===== src/amc_pkg.sv =====
// package: pin bundles, density encoding and timing constants for the memory host controller
package amc_pkg;
  localparam int ADDR_W = 27;
  localparam int DATA_W = 32;
  localparam int CLK_PERIOD_PS = 5000;
  // access strobe width, least time, printed as the cycle time of the part
  localparam int ACCESS_NS = 45;
  localparam int ACCESS_CYC = (ACCESS_NS * 1000 + CLK_PERIOD_PS - 1) / CLK_PERIOD_PS;
  localparam int TURN_CYC = 2;
  localparam logic [7:0] ACCESS_CYC_8 = 8'(ACCESS_CYC);
  localparam logic [7:0] TURN_CYC_8 = 8'(TURN_CYC);
  // density codes: address width 25, 26, 27 bits, and two-bank form
  localparam logic [1:0] DENS_SMALL = 2'h0;
  localparam logic [1:0] DENS_MID = 2'h1;
  localparam logic [1:0] DENS_LARGE = 2'h2;
  localparam logic [1:0] DENS_BANKED = 2'h3;
  // ecc control register: bit 1 clears the uncorrectable-error interrupt
  localparam int ECC_INT_RST_BIT = 1;
  localparam logic [ADDR_W-1:0] ECC_CTRL_ADDR = 27'h0000000;
  localparam logic [DATA_W-1:0] ECC_INT_RST_WORD = 32'h00000002;

  typedef struct packed {
    logic write;
    logic cfg;
    logic page;
    logic bank;
    logic [ADDR_W-1:0] addr;
    logic [DATA_W-1:0] wdata;
  } amc_req_t;

  typedef struct packed {
    logic bank0_select_n;
    logic bank1_select_n;
    logic out_en_n;
    logic wr_en_n;
    logic config_space_select_n;
    logic page_access_n;
  } amc_ctl_t;
endpackage : amc_pkg


===== src/amc_sync.sv =====
// two-flop synchroniser for pin inputs
`timescale 1ns/1ps
module amc_sync #(
  parameter int W = 1
) (
  input wire logic i_ref_clk,
  input wire logic i_rst,
  input wire logic [W-1:0] i_d,
  input wire logic [W-1:0] i_rst_val,
  output logic [W-1:0] o_q
);
  logic [W-1:0] meta_ff;
  logic [W-1:0] sync_ff;
  // reset values are constants from the parent; i_rst_val is tied
  always_ff @(posedge i_ref_clk or posedge i_rst) begin
    if (i_rst) begin
      meta_ff <= '1;
      sync_ff <= '1;
    end else begin
      meta_ff <= i_d;
      sync_ff <= meta_ff;
    end
  end
  assign o_q = sync_ff ^ ~i_rst_val;
endmodule : amc_sync


===== src/amc_host.sv =====
// host controller driving an asynchronous x32 persistent memory over its pins
`timescale 1ns/1ps
// Overview of operation
// - host never asserts both bank selects together.
// - write enable low writes host data; high reads memory data.
// - host holds unused upper address bits at zero on smaller parts.
// - one shared 32-bit bus carries data both ways, direction by enables.
// - interrupt stays latched until host writes a one to bit 1 of the ECC control register.
// - write drives select and write enable low; read drives select, output enable low.
// - writing one to ECC control bit 1 clears the interrupt; zero leaves it.
module amc_host (
  // clock and reset
  input wire logic i_ref_clk,
  input wire logic i_rst,
  // density strap, static while idle
  input wire logic [1:0] i_density,
  // request port
  input wire logic i_req_valid,
  input wire amc_pkg::amc_req_t i_req,
  input wire logic i_int_clear,
  output logic o_req_ready,
  output logic o_rsp_valid,
  output logic [31:0] o_rsp_rdata,
  output logic o_int_pending,
  // memory pins
  output amc_pkg::amc_ctl_t o_mem_ctl,
  output logic [26:0] o_mem_addr,
  output logic [31:0] o_mem_dq_out,
  output logic o_mem_dq_oe,
  input wire logic [31:0] i_mem_dq_in,
  input wire logic i_mem_int_n
);
  typedef enum logic [3:0] {
    ST_IDLE = 4'h1,
    ST_WR = 4'h2,
    ST_RD = 4'h4,
    ST_TURN = 4'h8
  } amc_state_t;

  amc_state_t state_ff, nxt_state;
  logic [7:0] cnt_ff, nxt_cnt;
  amc_pkg::amc_ctl_t ctl_ff, nxt_ctl;
  logic [26:0] addr_ff;
  logic [31:0] wdata_ff;
  logic dq_oe_ff;
  logic rsp_valid_ff;
  logic [31:0] rdata_ff;
  logic [31:0] dq_sync;
  logic [0:0] int_n_sync;

  // width mask by density; unused upper bits forced low
  function automatic logic [26:0] amc_addr_mask(input logic [1:0] dens);
    unique case (dens)
      amc_pkg::DENS_SMALL: amc_addr_mask = 27'h1FFFFFF;
      amc_pkg::DENS_MID: amc_addr_mask = 27'h3FFFFFF;
      default: amc_addr_mask = 27'h7FFFFFF;
    endcase
  endfunction : amc_addr_mask

  // data bus sampled through two flops; read data is a settled level at strobe end
  amc_sync #(.W(32)) u_dq_sync (
    .i_ref_clk(i_ref_clk),
    .i_rst(i_rst),
    .i_d(i_mem_dq_in),
    .i_rst_val(32'hFFFFFFFF),
    .o_q(dq_sync)
  );
  amc_sync #(.W(1)) u_int_sync (
    .i_ref_clk(i_ref_clk),
    .i_rst(i_rst),
    .i_d(i_mem_int_n),
    .i_rst_val(1'h1),
    .o_q(int_n_sync)
  );

  wire start_w = (state_ff == ST_IDLE) && (i_req_valid || i_int_clear);
  // interrupt clear is an ecc control write with the reset bit set
  wire is_wr_w = i_int_clear || i_req.write;
  wire banked_w = (i_density == amc_pkg::DENS_BANKED);
  wire use_bank1_w = banked_w && !i_int_clear && i_req.bank;
  wire [26:0] req_addr_w = i_int_clear ? amc_pkg::ECC_CTRL_ADDR
                                       : (i_req.addr & amc_addr_mask(i_density));
  wire [31:0] req_wdata_w = i_int_clear ? amc_pkg::ECC_INT_RST_WORD : i_req.wdata;
  wire cnt_done_w = (cnt_ff == 8'h00);

  always_comb begin
    nxt_state = state_ff;
    nxt_cnt = cnt_ff;
    nxt_ctl = ctl_ff;
    unique case (state_ff)
      ST_IDLE: begin
        if (start_w) begin
          nxt_state = is_wr_w ? ST_WR : ST_RD;
          nxt_cnt = amc_pkg::ACCESS_CYC_8 - 8'h01;
          nxt_ctl.bank0_select_n = use_bank1_w;
          nxt_ctl.bank1_select_n = !use_bank1_w;
          nxt_ctl.wr_en_n = !is_wr_w;
          nxt_ctl.out_en_n = is_wr_w;
          nxt_ctl.config_space_select_n = !(i_int_clear || i_req.cfg);
          nxt_ctl.page_access_n = !(!i_int_clear && i_req.page);
        end
      end
      ST_WR, ST_RD: begin
        nxt_cnt = cnt_ff - 8'h01;
        if (cnt_done_w) begin
          nxt_state = ST_TURN;
          nxt_cnt = amc_pkg::TURN_CYC_8 - 8'h01;
          nxt_ctl = '1;
        end
      end
      ST_TURN: begin
        nxt_cnt = cnt_ff - 8'h01;
        if (cnt_done_w) begin
          nxt_state = ST_IDLE;
        end
      end
      default: begin
        nxt_state = ST_IDLE;
        nxt_ctl = '1;
      end
    endcase
  end

  always_ff @(posedge i_ref_clk or posedge i_rst) begin
    if (i_rst) begin
      state_ff <= ST_IDLE;
      cnt_ff <= 8'h00;
      ctl_ff <= '1;
    end else begin
      state_ff <= nxt_state;
      cnt_ff <= nxt_cnt;
      ctl_ff <= nxt_ctl;
    end
  end

  // address and write data held for the whole strobe
  always_ff @(posedge i_ref_clk or posedge i_rst) begin
    if (i_rst) begin
      addr_ff <= 27'h0000000;
      wdata_ff <= 32'h00000000;
    end else if (start_w) begin
      addr_ff <= req_addr_w;
      wdata_ff <= req_wdata_w;
    end
  end

  // host drives dq only while writing, so it never fights the device output
  always_ff @(posedge i_ref_clk or posedge i_rst) begin
    if (i_rst) begin
      dq_oe_ff <= 1'h0;
    end else begin
      dq_oe_ff <= (nxt_state == ST_WR);
    end
  end

  // read data captured at the end of the strobe; synchroniser delay is inside the strobe
  always_ff @(posedge i_ref_clk or posedge i_rst) begin
    if (i_rst) begin
      rsp_valid_ff <= 1'h0;
      rdata_ff <= 32'h00000000;
    end else begin
      rsp_valid_ff <= (state_ff == ST_WR || state_ff == ST_RD) && cnt_done_w;
      if (state_ff == ST_RD && cnt_done_w) begin
        rdata_ff <= dq_sync;
      end
    end
  end

  assign o_req_ready = (state_ff == ST_IDLE) && !i_int_clear;
  assign o_rsp_valid = rsp_valid_ff;
  assign o_rsp_rdata = rdata_ff;
  assign o_int_pending = !int_n_sync[0];
  assign o_mem_ctl = ctl_ff;
  assign o_mem_addr = addr_ff;
  assign o_mem_dq_out = wdata_ff;
  assign o_mem_dq_oe = dq_oe_ff;

  // both bank selects never low together
  bank_excl_a: assert property (@(posedge i_ref_clk) disable iff (i_rst)
    o_mem_ctl.bank0_select_n || o_mem_ctl.bank1_select_n)
    else $error("both bank selects asserted");
  // host drive only with write enable low and output enable high
  dq_dir_a: assert property (@(posedge i_ref_clk) disable iff (i_rst)
    o_mem_dq_oe |-> (!o_mem_ctl.wr_en_n && o_mem_ctl.out_en_n))
    else $error("host drives dq outside a write");
  // read strobe has select and output enable low, write enable high
  rd_strobe_a: assert property (@(posedge i_ref_clk) disable iff (i_rst)
    !o_mem_ctl.out_en_n |-> (o_mem_ctl.wr_en_n
      && !(o_mem_ctl.bank0_select_n && o_mem_ctl.bank1_select_n)))
    else $error("read strobe malformed");
  // write strobe has a select low
  wr_strobe_a: assert property (@(posedge i_ref_clk) disable iff (i_rst)
    !o_mem_ctl.wr_en_n |-> !(o_mem_ctl.bank0_select_n && o_mem_ctl.bank1_select_n))
    else $error("write strobe without select");
  // unused upper address bits stay zero during a read on the small part
  addr_zero_a: assert property (@(posedge i_ref_clk) disable iff (i_rst)
    (state_ff == ST_RD && i_density == amc_pkg::DENS_SMALL) |-> o_mem_addr[26:25] == 2'h0)
    else $error("upper address not zero");
  // an interrupt clear becomes a write of bit 1 to the control register
  int_clr_a: assert property (@(posedge i_ref_clk) disable iff (i_rst)
    (state_ff == ST_IDLE && i_int_clear) |=> (!o_mem_ctl.wr_en_n
      && !o_mem_ctl.config_space_select_n && o_mem_dq_out[amc_pkg::ECC_INT_RST_BIT]))
    else $error("interrupt clear not issued");
  // response follows the start of an access after the strobe length
  rsp_time_a: assert property (@(posedge i_ref_clk) disable iff (i_rst)
    start_w |-> ##10 o_rsp_valid)
    else $error("response not on time");
endmodule : amc_host


===== config.mk =====
export PLATFORM = sky130hd
export DESIGN_NAME = amc_host
export DESIGN_NICKNAME = d
export VERILOG_FILES = /design/src/amc_pkg.sv /design/src/amc_sync.sv /design/src/amc_host.sv
export SDC_FILE = /design/constraint.sdc
export NUM_CORES = 1
export LEC_CHECK = 0
export BUFFER_PORTS_ARGS = -buffer_cell sky130_fd_sc_hd__buf_2
export CELL_PAD_IN_SITES_DETAIL_PLACEMENT = 1
export CELL_PAD_IN_SITES_GLOBAL_PLACEMENT = 2
export CORE_AREA = 2 2 135 164
export CTS_CLUSTER_SIZE = 28
export DETAILED_ROUTE_END_ITERATION = 8
export DIE_AREA = 0 0 137 166
export GPL_ROUTABILITY_DRIVEN = 1
export PLACE_DENSITY_LB_ADDON = 0.05
export SYNTH_ARGS = -nofsm -noshare
export SYNTH_HDL_FRONTEND = slang
export SYNTH_SLANG_ARGS = --single-unit

===== constraint.sdc =====
create_clock -name i_ref_clk -period 5.05 [get_ports i_ref_clk]
set_input_delay 0 -clock i_ref_clk [delete_from_list [all_inputs] [get_ports i_ref_clk]]
set_output_delay 0 -clock i_ref_clk [all_outputs]
set_load 0.02 [all_outputs]

==> Word level (Yosys, flattened, before mapping) <==
Cells that the tools add are included.
{ "word_totals": {"regBits": 177, "output_inout_bits": 101, "word_cells": 66} }
{ "classes": {"addsub": 1, "eq_ne": 9, "muxes": 14, "bitwise_logic": 2, "reduce_logical": 23} }
{ "op_table": {"columns": ["cell", "n"], "rows": [
  ["$pmux 27 s2", 1],
  ["$mux 32", 1],
  ["$and 27x27->27", 1],
  ["$mux 27", 1],
  ["$pmux 8 s3", 1],
  ["$pmux 6 s3", 1],
  ["$mux 8", 2],
  ["$mux 4", 3],
  ["$mux 6", 2],
  ["$pmux 4 s3", 1],
  ["$eq 4x2->1 const B", 2],
  ["$logic_not 8->1", 1],
  ["$sub 8x1->8 const B", 1],
  ["$logic_and 1x1->1", 7],
  ["$logic_not 1->1", 6],
  ["$eq 4x1->1 const B", 1],
  ["$eq 4x3->1 const B", 1],
  ["$eq 4x4->1 const B", 1],
  ["$logic_or 1x1->1", 4],
  ["$ne 2x2->1 const B", 2],
  ["$mux 3", 1],
  ["$reduce_and 3->1", 1],
  ["$reduce_bool 3->1", 1],
  ["$eq 2x1->1 const B", 1],
  ["5 further kinds", 5]
]} }

==> Longest topological paths before layout <==
Gate-level depths: netlist of the first run.
{ "depth": {"depth_word": 6, "depth_mapped": 7, "ltp_nobuf": 6} }

==> Cells and area by module <==
A second synthesis of the first run with hierarchy kept.
{ "unflattened": {"hier_cells": 548, "hier_area_um2": 6676.4} }
{ "modules_own_cells": {"columns": ["module", "n_inst", "cells_each", "area_per_inst_um2", "seq_area_each_um2"], "rows": [
  ["amc_host", 1, 447, 4645.7, 2786.4],
  ["amc_sync (u_dq_sync)", 1, 97, 1965.6, 1681.6],
  ["amc_sync (u_int_sync)", 1, 4, 65.1, 52.6]
]} }

==> Worst setup path after synthesis of the first run <==
Ideal clock, no wire load.
{ "synth_path": {"path_kind": "reg-to-reg", "startpoint": "register state_ff[2]", "endpoint": "register ctl_ff (netlist bit o_mem_ctl[0])", "t_arrival_ns": 1.811, "required_ns": 4.965, "path_slack_ns": 3.155, "stages_incl_launch_ff": 6, "path_buffers": 1, "period_less_slack_ns": 1.895, "cell_sequence": "dfrtp_1 > buf_2 > or4b_1 > nor2_1 > nand2_1 > mux2_1"} }
{ "synth_between": {"elab_chain_len": 4, "word_cells_on_any_way": 11} }
{ "synth_rtl": {"columns": ["element", "line", "source"], "rows": [
  ["start: declaration", "amc_host.sv:40", "amc_state_t state_ff, nxt_state;"],
  ["start signal: assignment", "amc_host.sv:130", "state_ff <= nxt_state;"],
  ["$eq 4x2->1, or another cell as far along", "amc_host.sv:90", "unique case (state_ff)"],
  ["$reduce_or 2->1 / $logic_and 1x1->1 (equally long branches)", "amc_host.sv:90, amc_host.sv:76", null],
  ["$ne 2x2->1 (no line)", null, null],
  ["$reduce_and 3->1 (no line)", null, null],
  ["end signal: assignment", "amc_host.sv:132", "ctl_ff <= nxt_ctl;"],
  ["end: declaration", "amc_host.sv:42", "amc_pkg::amc_ctl_t ctl_ff, nxt_ctl;"]
]} }
Several ways; a longest one is shown, not always the timed one.
A chain may end at the register's enable or synchronous reset.

==> Worst setup path in the final report of the first run <==
{ "layout_path": {"startpoint": "register cnt_ff[0]", "endpoint": "register rdata_ff[25] (netlist: o_rsp_rdata[25])"} }
{ "layout_between": {"elab_chain_len": 2} }
{ "layout_rtl": {"columns": ["element", "line", "source"], "rows": [
  ["start: declaration", "amc_host.sv:41", "logic [7:0] cnt_ff, nxt_cnt;"],
  ["start signal: assignment", "amc_host.sv:131", "cnt_ff <= nxt_cnt;"],
  ["$logic_not 8->1", "amc_host.sv:84", "wire cnt_done_w = (cnt_ff == 8'h00);"],
  ["$logic_and 1x1->1", "amc_host.sv:163", "if (state_ff == ST_RD && cnt_done_w) begin"],
  ["end signal: assignment", "amc_host.sv:164", "rdata_ff <= dq_sync;"],
  ["end: declaration", "amc_host.sv:47", "logic [31:0] rdata_ff;"]
]} }
Every way passes these cells.

==> impl_metrics.tcl, run 1 <==
set metrics [dict create \
    run_status "finished clean" \
    rrSetupSlack_ns 2.43 \
    worstPathMaxFanout 32 \
    crit_type "reg -> reg" \
    yosys.area.top_type_share_pct 41.5 \
    fp.dieW_um 137 \
    seq_area_frac_synth_pct 72.1 \
    totalPowerFinal_mw 5.01 \
    cts_sinks 177 \
    yosys.area.top_type "dfrtp_1" \
    die_h_um 166 \
    htree_levels 4 \
    hold_class "in -> reg" \
    clk-insertion-delay-late_ns 0.43 \
    r2r_end "o_rsp_rdata[25]$_DFFE_PP0P_" \
    core_um2 21300 \
    multi_input_area_um2 1610 \
    p_leak_nw 4.59 \
    diodes 0 \
    rsz0062_at_grt "no" \
    arrival_ns 2.92 \
    r2r_start "cnt_ff[0]$_DFFE_PP0P_" \
    whs_endpoint "o_mem_dq_out[1]$_DFFE_PP0P_" \
    drcViolationCount 0 \
    first_pass_iters 4 \
    drtIter0Drc 153 \
    synth-edff-count 0 \
    synth_common_cells "dfrtp_1 (104), dfstp_2 (73), a22o_1 (57), mux2_4 (30), nor2_1 (12)" \
    cts_inserted_buffers 17 \
    crit_required_ns 5.35 \
    clock-root-buffer "clkbuf_16" \
    synthToLayoutAreaGrowth_pct 45.6 \
    antenna_found_initial 0 \
    wl_per_cell_um 17.1 \
    reg2reg_depth 6 \
    clock_skew_ns 0.0152 \
    syn_area_um2 6270 \
    synth-seq-cells 177 \
    ys_types 48 \
    ys.flop_type "dfrtp_1" \
    setup_tns_ns 0 \
    synth.net_count 491 \
    synthArstFlopShare_pct 100 \
    nNetsFinal 794 \
    synth_warnings 0 \
    hold_viol 0 \
    drt_wl_total_mm 16.6 \
    start_kind "flip-flop" \
    routabilityCongestion 0.764 \
    synthMostInstantiatedCell "dfrtp_1" \
    cts_resized 0 \
    start_util_pct 29.5 \
    max_clock_freq_mhz 382 \
    netlist_instances 387 \
    via_per_inst 4.51 \
    avgSynthCellArea_um2 16.2 \
    vias 4398 \
    cts_tree "built" \
    finalSetupViolCount 0 \
    fill_cells 2229 \
    power_density_nw_per_um2 549 \
    port-buffer-count 202 \
    std_cell_rows 59 \
    drv_slew 0 \
    maxCapViolations 0 \
    slew_headroom_pct 26.0 \
    cts_buffer_depth 2 \
    grt-ovfl-total 0 \
    path_clk_slew_ns 0.07 \
    worstHoldStart "i_int_clear" \
    grt_max_degree 79 \
    synthTopCellsByArea "dfrtp_1 (42%), dfstp_2 (31%), a22o_1 (8.0%)" \
    grt_pass1_wl_mm 26.8 \
    cp-end-kind "flip-flop" \
    worstMarginPinSlew_ns 1.11 \
    peakVddDrop_uv 237 \
    place_hpwl_mm 11.1 \
    dieArea_um2 22700 \
    grt_pass1_vias 4936 \
    period_share_pct 51.9 \
    whs_path_depth 3 \
    layout-drive-gt1-share_pct 50.0 \
    fin_crit_ns 2.62 \
    track_usage_pct 15.2 \
    pin_count 203 \
    seq_area_um2 4520 \
    drtAntennaViolNets 0 \
]
cells by family (layout without fill, tap and decap cells):
kind of cell               after synthesis  in the layout  synth area share (%)
adders and majority gates                2              2                 0.399
muxes                                   34             34                  7.91
AOI/OAI and AO/OA                       90             90                  11.9
DFF                                    177            177                  72.1
buffers and inverters                   29            344                  2.40
xor gates and xnor gates                 2              2                 0.280
and+or+nand+nor                         53             53                  5.03
stage by stage:
step	setup slack (ns)	instance area, um2	instances	hold WS [ns]	util [%]
6_report	2.43	9120	976	0.0367	42.9
5_1_grt	2.24	9120	976	0.0545	42.9
4_1_cts	2.38	9120	976	0.0125	42.9
3_5_place_dp	2.41	7540	845	0.106	35.5
3_3_place_gp	2.43	7540	845	0.106	35.5
2_1_floorplan	0.369	6270	387	0.00448	-
repair_timing:
item / in CTS / in global routing
buffers inserted: 0 / 0
hold buffers: 100 / 0
endpoints found under the hold margin: 145 / 0
state kept, by name, indices dropped and copies added (netlist names):
register,cells
u_int_sync.meta_ff,1
o_rsp_valid,1
o_mem_addr,27
u_dq_sync.meta_ff,32
cnt_ff,8
o_mem_dq_out,32
state_ff,4
o_mem_ctl,6
u_dq_sync.sync_ff,32
o_mem_dq_oe,1
o_rsp_rdata,32
u_int_sync.sync_ff,1
worst max-delay path by stage:
stage,start,endpoint
6_report,cnt_ff[0]$_DFFE_PP0P_,o_rsp_rdata[25]$_DFFE_PP0P_
5_1_grt,cnt_ff[2]$_DFFE_PP0P_,o_rsp_rdata[28]$_DFFE_PP0P_
4_1_cts,cnt_ff[2]$_DFFE_PP0P_,o_rsp_rdata[5]$_DFFE_PP0P_
3_5_place_dp,cnt_ff[2]$_DFFE_PP0P_,o_rsp_rdata[21]$_DFFE_PP0P_
3_3_place_gp,cnt_ff[2]$_DFFE_PP0P_,o_rsp_rdata[22]$_DFFE_PP0P_
2_1_floorplan,i_rst,cnt_ff[0]$_DFFE_PP0P_
metal layers:
metal	GRT usage, %	part of all wire, %	vias up	wire [um]
met3	4.64	5.6	24	929
li1	-	-	2006	-
met1	18.0	41	2235	6800
met2	25.5	51	133	8500
met4	5.87	2.5	0	409
met5	0	0	-	0
final cells by class:
cell class | count | share of cell area [%]
clock buffers | 18 | 4.81
clock inverters | 13 | 1.56
inverters | 8 | 0.384
multi-input cells | 181 | 17.6
flip-flops and latches | 177 | 49.5
well taps | 274 | 3.76
repair buffers | 305 | 22.3
critical path, cell delays in order, from the launching register on:
cell and delay, ns:
dfrtp_1 0.42, inv_1 0.10, ha_1 0.14, nor3b_1 0.29, and2_1 0.27, nand4b_4 0.68
mux2_4 0.56
report_power, final:
| group | switching, mW | internal, mW |
|---|---|---|
| sequential | 0.226 | 1.82 |
| clock | 0.611 | 0.669 |
| combinational | 1.02 | 0.663 |
placed cells by master (no fill, tap or decap), types with 2 or more instances in the layout:
| cell | n |
|---|---|
| o211a_1 | 3 |
| nand2_1 | 10 |
| a21oi_2 | 2 |
| buf_4 | 3 |
| inv_8 | 3 |
| nand3_1 | 3 |
| dlygate4sd3_1 | 100 |
| a21oi_1 | 3 |
| clkinv_8 | 3 |
| mux2_2 | 2 |
| and2_1 | 2 |
| nor3_1 | 8 |
| dfstp_2 | 73 |
| inv_6 | 3 |
| clkinv_4 | 4 |
| o21a_1 | 3 |
| o21ai_0 | 6 |
| nand4_1 | 2 |
| inv_1 | 7 |
| nor2_1 | 12 |
| o211ai_1 | 2 |
| mux2_4 | 30 |
| o22a_1 | 2 |
| a22o_1 | 57 |
| dfrtp_1 | 104 |
| buf_2 | 202 |
| nor4_1 | 4 |
| a31oi_1 | 2 |
| clkbuf_16 | 17 |
| ha_1 | 2 |
| o2bb2ai_1 | 2 |
| or4b_1 | 2 |
| mux2_1 | 2 |
| xor2_1 | 2 |
No activity file was read; power rests on OpenSTA's default activity.
==> run 2: changes to the inputs <==
==> constraint.sdc (replaced) <==
create_clock -name i_ref_clk -period 2.3 [get_ports i_ref_clk]
set_input_delay 0 -clock i_ref_clk [delete_from_list [all_inputs] [get_ports i_ref_clk]]
set_output_delay 0 -clock i_ref_clk [all_outputs]
set_load 0.02 [all_outputs]
==> run 2 against run 1 <==
Fmax is 26% higher. Largest power group unchanged. Register-to-register slack worse by 2.2 ns. Clock skew is 0.0010 ns lower. Final cell count is 0.82% higher. Highest routed layer unchanged.
==> impl_metrics.tcl, run 2 (synthesis results as in run 1) <==
set metrics [dict create \
    start_util_pct 29.5 \
    die_h_um 166 \
    top_layer "met4" \
    wl_met3_um 954 \
    grt-ovfl-total 0 \
    max_clock_freq_mhz 481 \
    track_usage_pct 15.3 \
    grt_pass1_wl_mm 26.8 \
    clock-root-buffer "clkbuf_16" \
    grt_pass1_vias 4909 \
    pin_count 203 \
    first_pass_iters 4 \
    period_share_pct 90.4 \
    slew_headroom_pct 45.4 \
    start_kind "flip-flop" \
    via_per_inst 4.45 \
    cts_sinks 177 \
    place_inst 852 \
    nNetsFinal 801 \
    hold_buffers 100 \
    routabilityCongestion 0.739 \
    power_density_nw_per_um2 1200 \
    wl_met2_mm 8.41 \
    cts_inserted_buffers 17 \
    run_status "finished clean" \
    postLayoutCellArea_um2 9210 \
    final_common_cell "buf_2" \
    post-cts-setup-buffer-count 0 \
    cts_tree "built" \
    drt_wl_total_mm 16.5 \
    layout-drive-gt1-share_pct 50.4 \
    clock_skew_ns 0.0142 \
    cp-end-kind "flip-flop" \
    drcViolationCount 0 \
    std_cell_rows 59 \
    p_leak_nw 4.63 \
    finalNonFillerCells 984 \
    arrival_ns 2.39 \
    setup_tns_ns 0 \
    final_cell_mix "buf_2 (202), dfrtp_1 (104), dlygate4sd3_1 (100)" \
    place_hpwl_mm 11.0 \
    peakVddDrop_uv 541 \
    utilization_pct 43.3 \
    placed_area_um2 7630 \
    antenna_found_initial 0 \
    path_clk_slew_ns 0.07 \
    htree_levels 4 \
    crit_type "reg -> reg" \
    core_um2 21300 \
    worstPathMaxFanout 32 \
    worstMarginPinSlew_ns 0.819 \
    drtAntennaViolNets 0 \
    grt_max_degree 115 \
    fp.dieW_um 137 \
    wl_met1_mm 6.85 \
    rsz0062_at_grt "no" \
    finalSetupViolCount 0 \
    dieArea_um2 22700 \
    maxCapViolations 0 \
    diodes 0 \
    hold_class "in -> reg" \
    synthToLayoutAreaGrowth_pct 46.9 \
    drtIter0Drc 121 \
    cts_buffer_depth 2 \
    clk-insertion-delay-late_ns 0.43 \
    wl_per_cell_um 16.8 \
    hold_viol 0 \
    fin_crit_ns 2.08 \
    crit_required_ns 2.61 \
    port-buffer-count 202 \
    fill_cells 2215 \
    cts_resized 0 \
    vias 4375 \
    drv_slew 0 \
]
==> run 2: metrics by stage <==
| stage | setup WS (ns) | power [mW] | hold WS, ns |
|---|---|---|---|
| finish | 0.220 | 11.0 | 0.0511 |
| global route | 0.0748 | 11.7 | 0.0505 |
| CTS | 0.224 | 11.2 | 0.0318 |
| detailed placement | 0.257 | 8.19 | 0.106 |
| global placement | 0.294 | 8.13 | 0.106 |
| floorplan | 0.0930 | 6.77 | 0.00448 |
==> run 2: worst paths after layout <==
kind	startpoint	to	slack, ns	depth (start not counted)
min in group asynchronous	i_rst	o_mem_addr[1]$_DFFE_PP0P_	0.34	4
max in group asynchronous	i_rst	o_mem_dq_out[9]$_DFFE_PP0P_	1.31	4
min reg2reg	u_dq_sync.meta_ff[27]$_DFF_PP1_	u_dq_sync.sync_ff[27]$_DFF_PP1_	0.35	0
max reg2reg	cnt_ff[0]$_DFFE_PP0P_	o_rsp_rdata[18]$_DFFE_PP0P_	0.22	7
min	i_int_clear	o_mem_ctl[1]$_DFFE_PP1P_	0.05	3
max	cnt_ff[0]$_DFFE_PP0P_	o_rsp_rdata[18]$_DFFE_PP0P_	0.22	7
==> run 2: layout make-up <==
cell class                      instances  area (um2)  share of cell area, %
Sequential cell                       177        4520                   49.1
Clock buffer                           18         429                   4.66
Multi-Input combinational cell        181        1610                   17.5
Timing Repair Buffer                  312        2120                   23.1
Tap cell                              274         343                   3.72
Clock inverter                         14         145                   1.58
Inverter                                8        33.8                  0.367
==> run 2: per-layer routing <==
metal / global-route usage [%] / vias up
met4: 5.02 / 0
met1: 18.1 / 2211
met5: 0 / -
li1: - / 2021
met3: 5.40 / 16
met2: 25.8 / 127
==> run 2: power breakdown <==
group	internal, mW	switching (mW)	leakage, nW
registers	3.99	0.503	2.17
clock network	1.44	1.33	0.278
logic	1.51	2.24	2.19
==> run 2: worst max-delay path, cell delays in order, from the launching register on <==
cell      delay (ns)
dfrtp_1         0.43
inv_1           0.10
ha_1            0.15
nor3b_1         0.32
and2_1          0.27
nand4b_4        0.13
buf_12          0.22
mux2_4          0.32
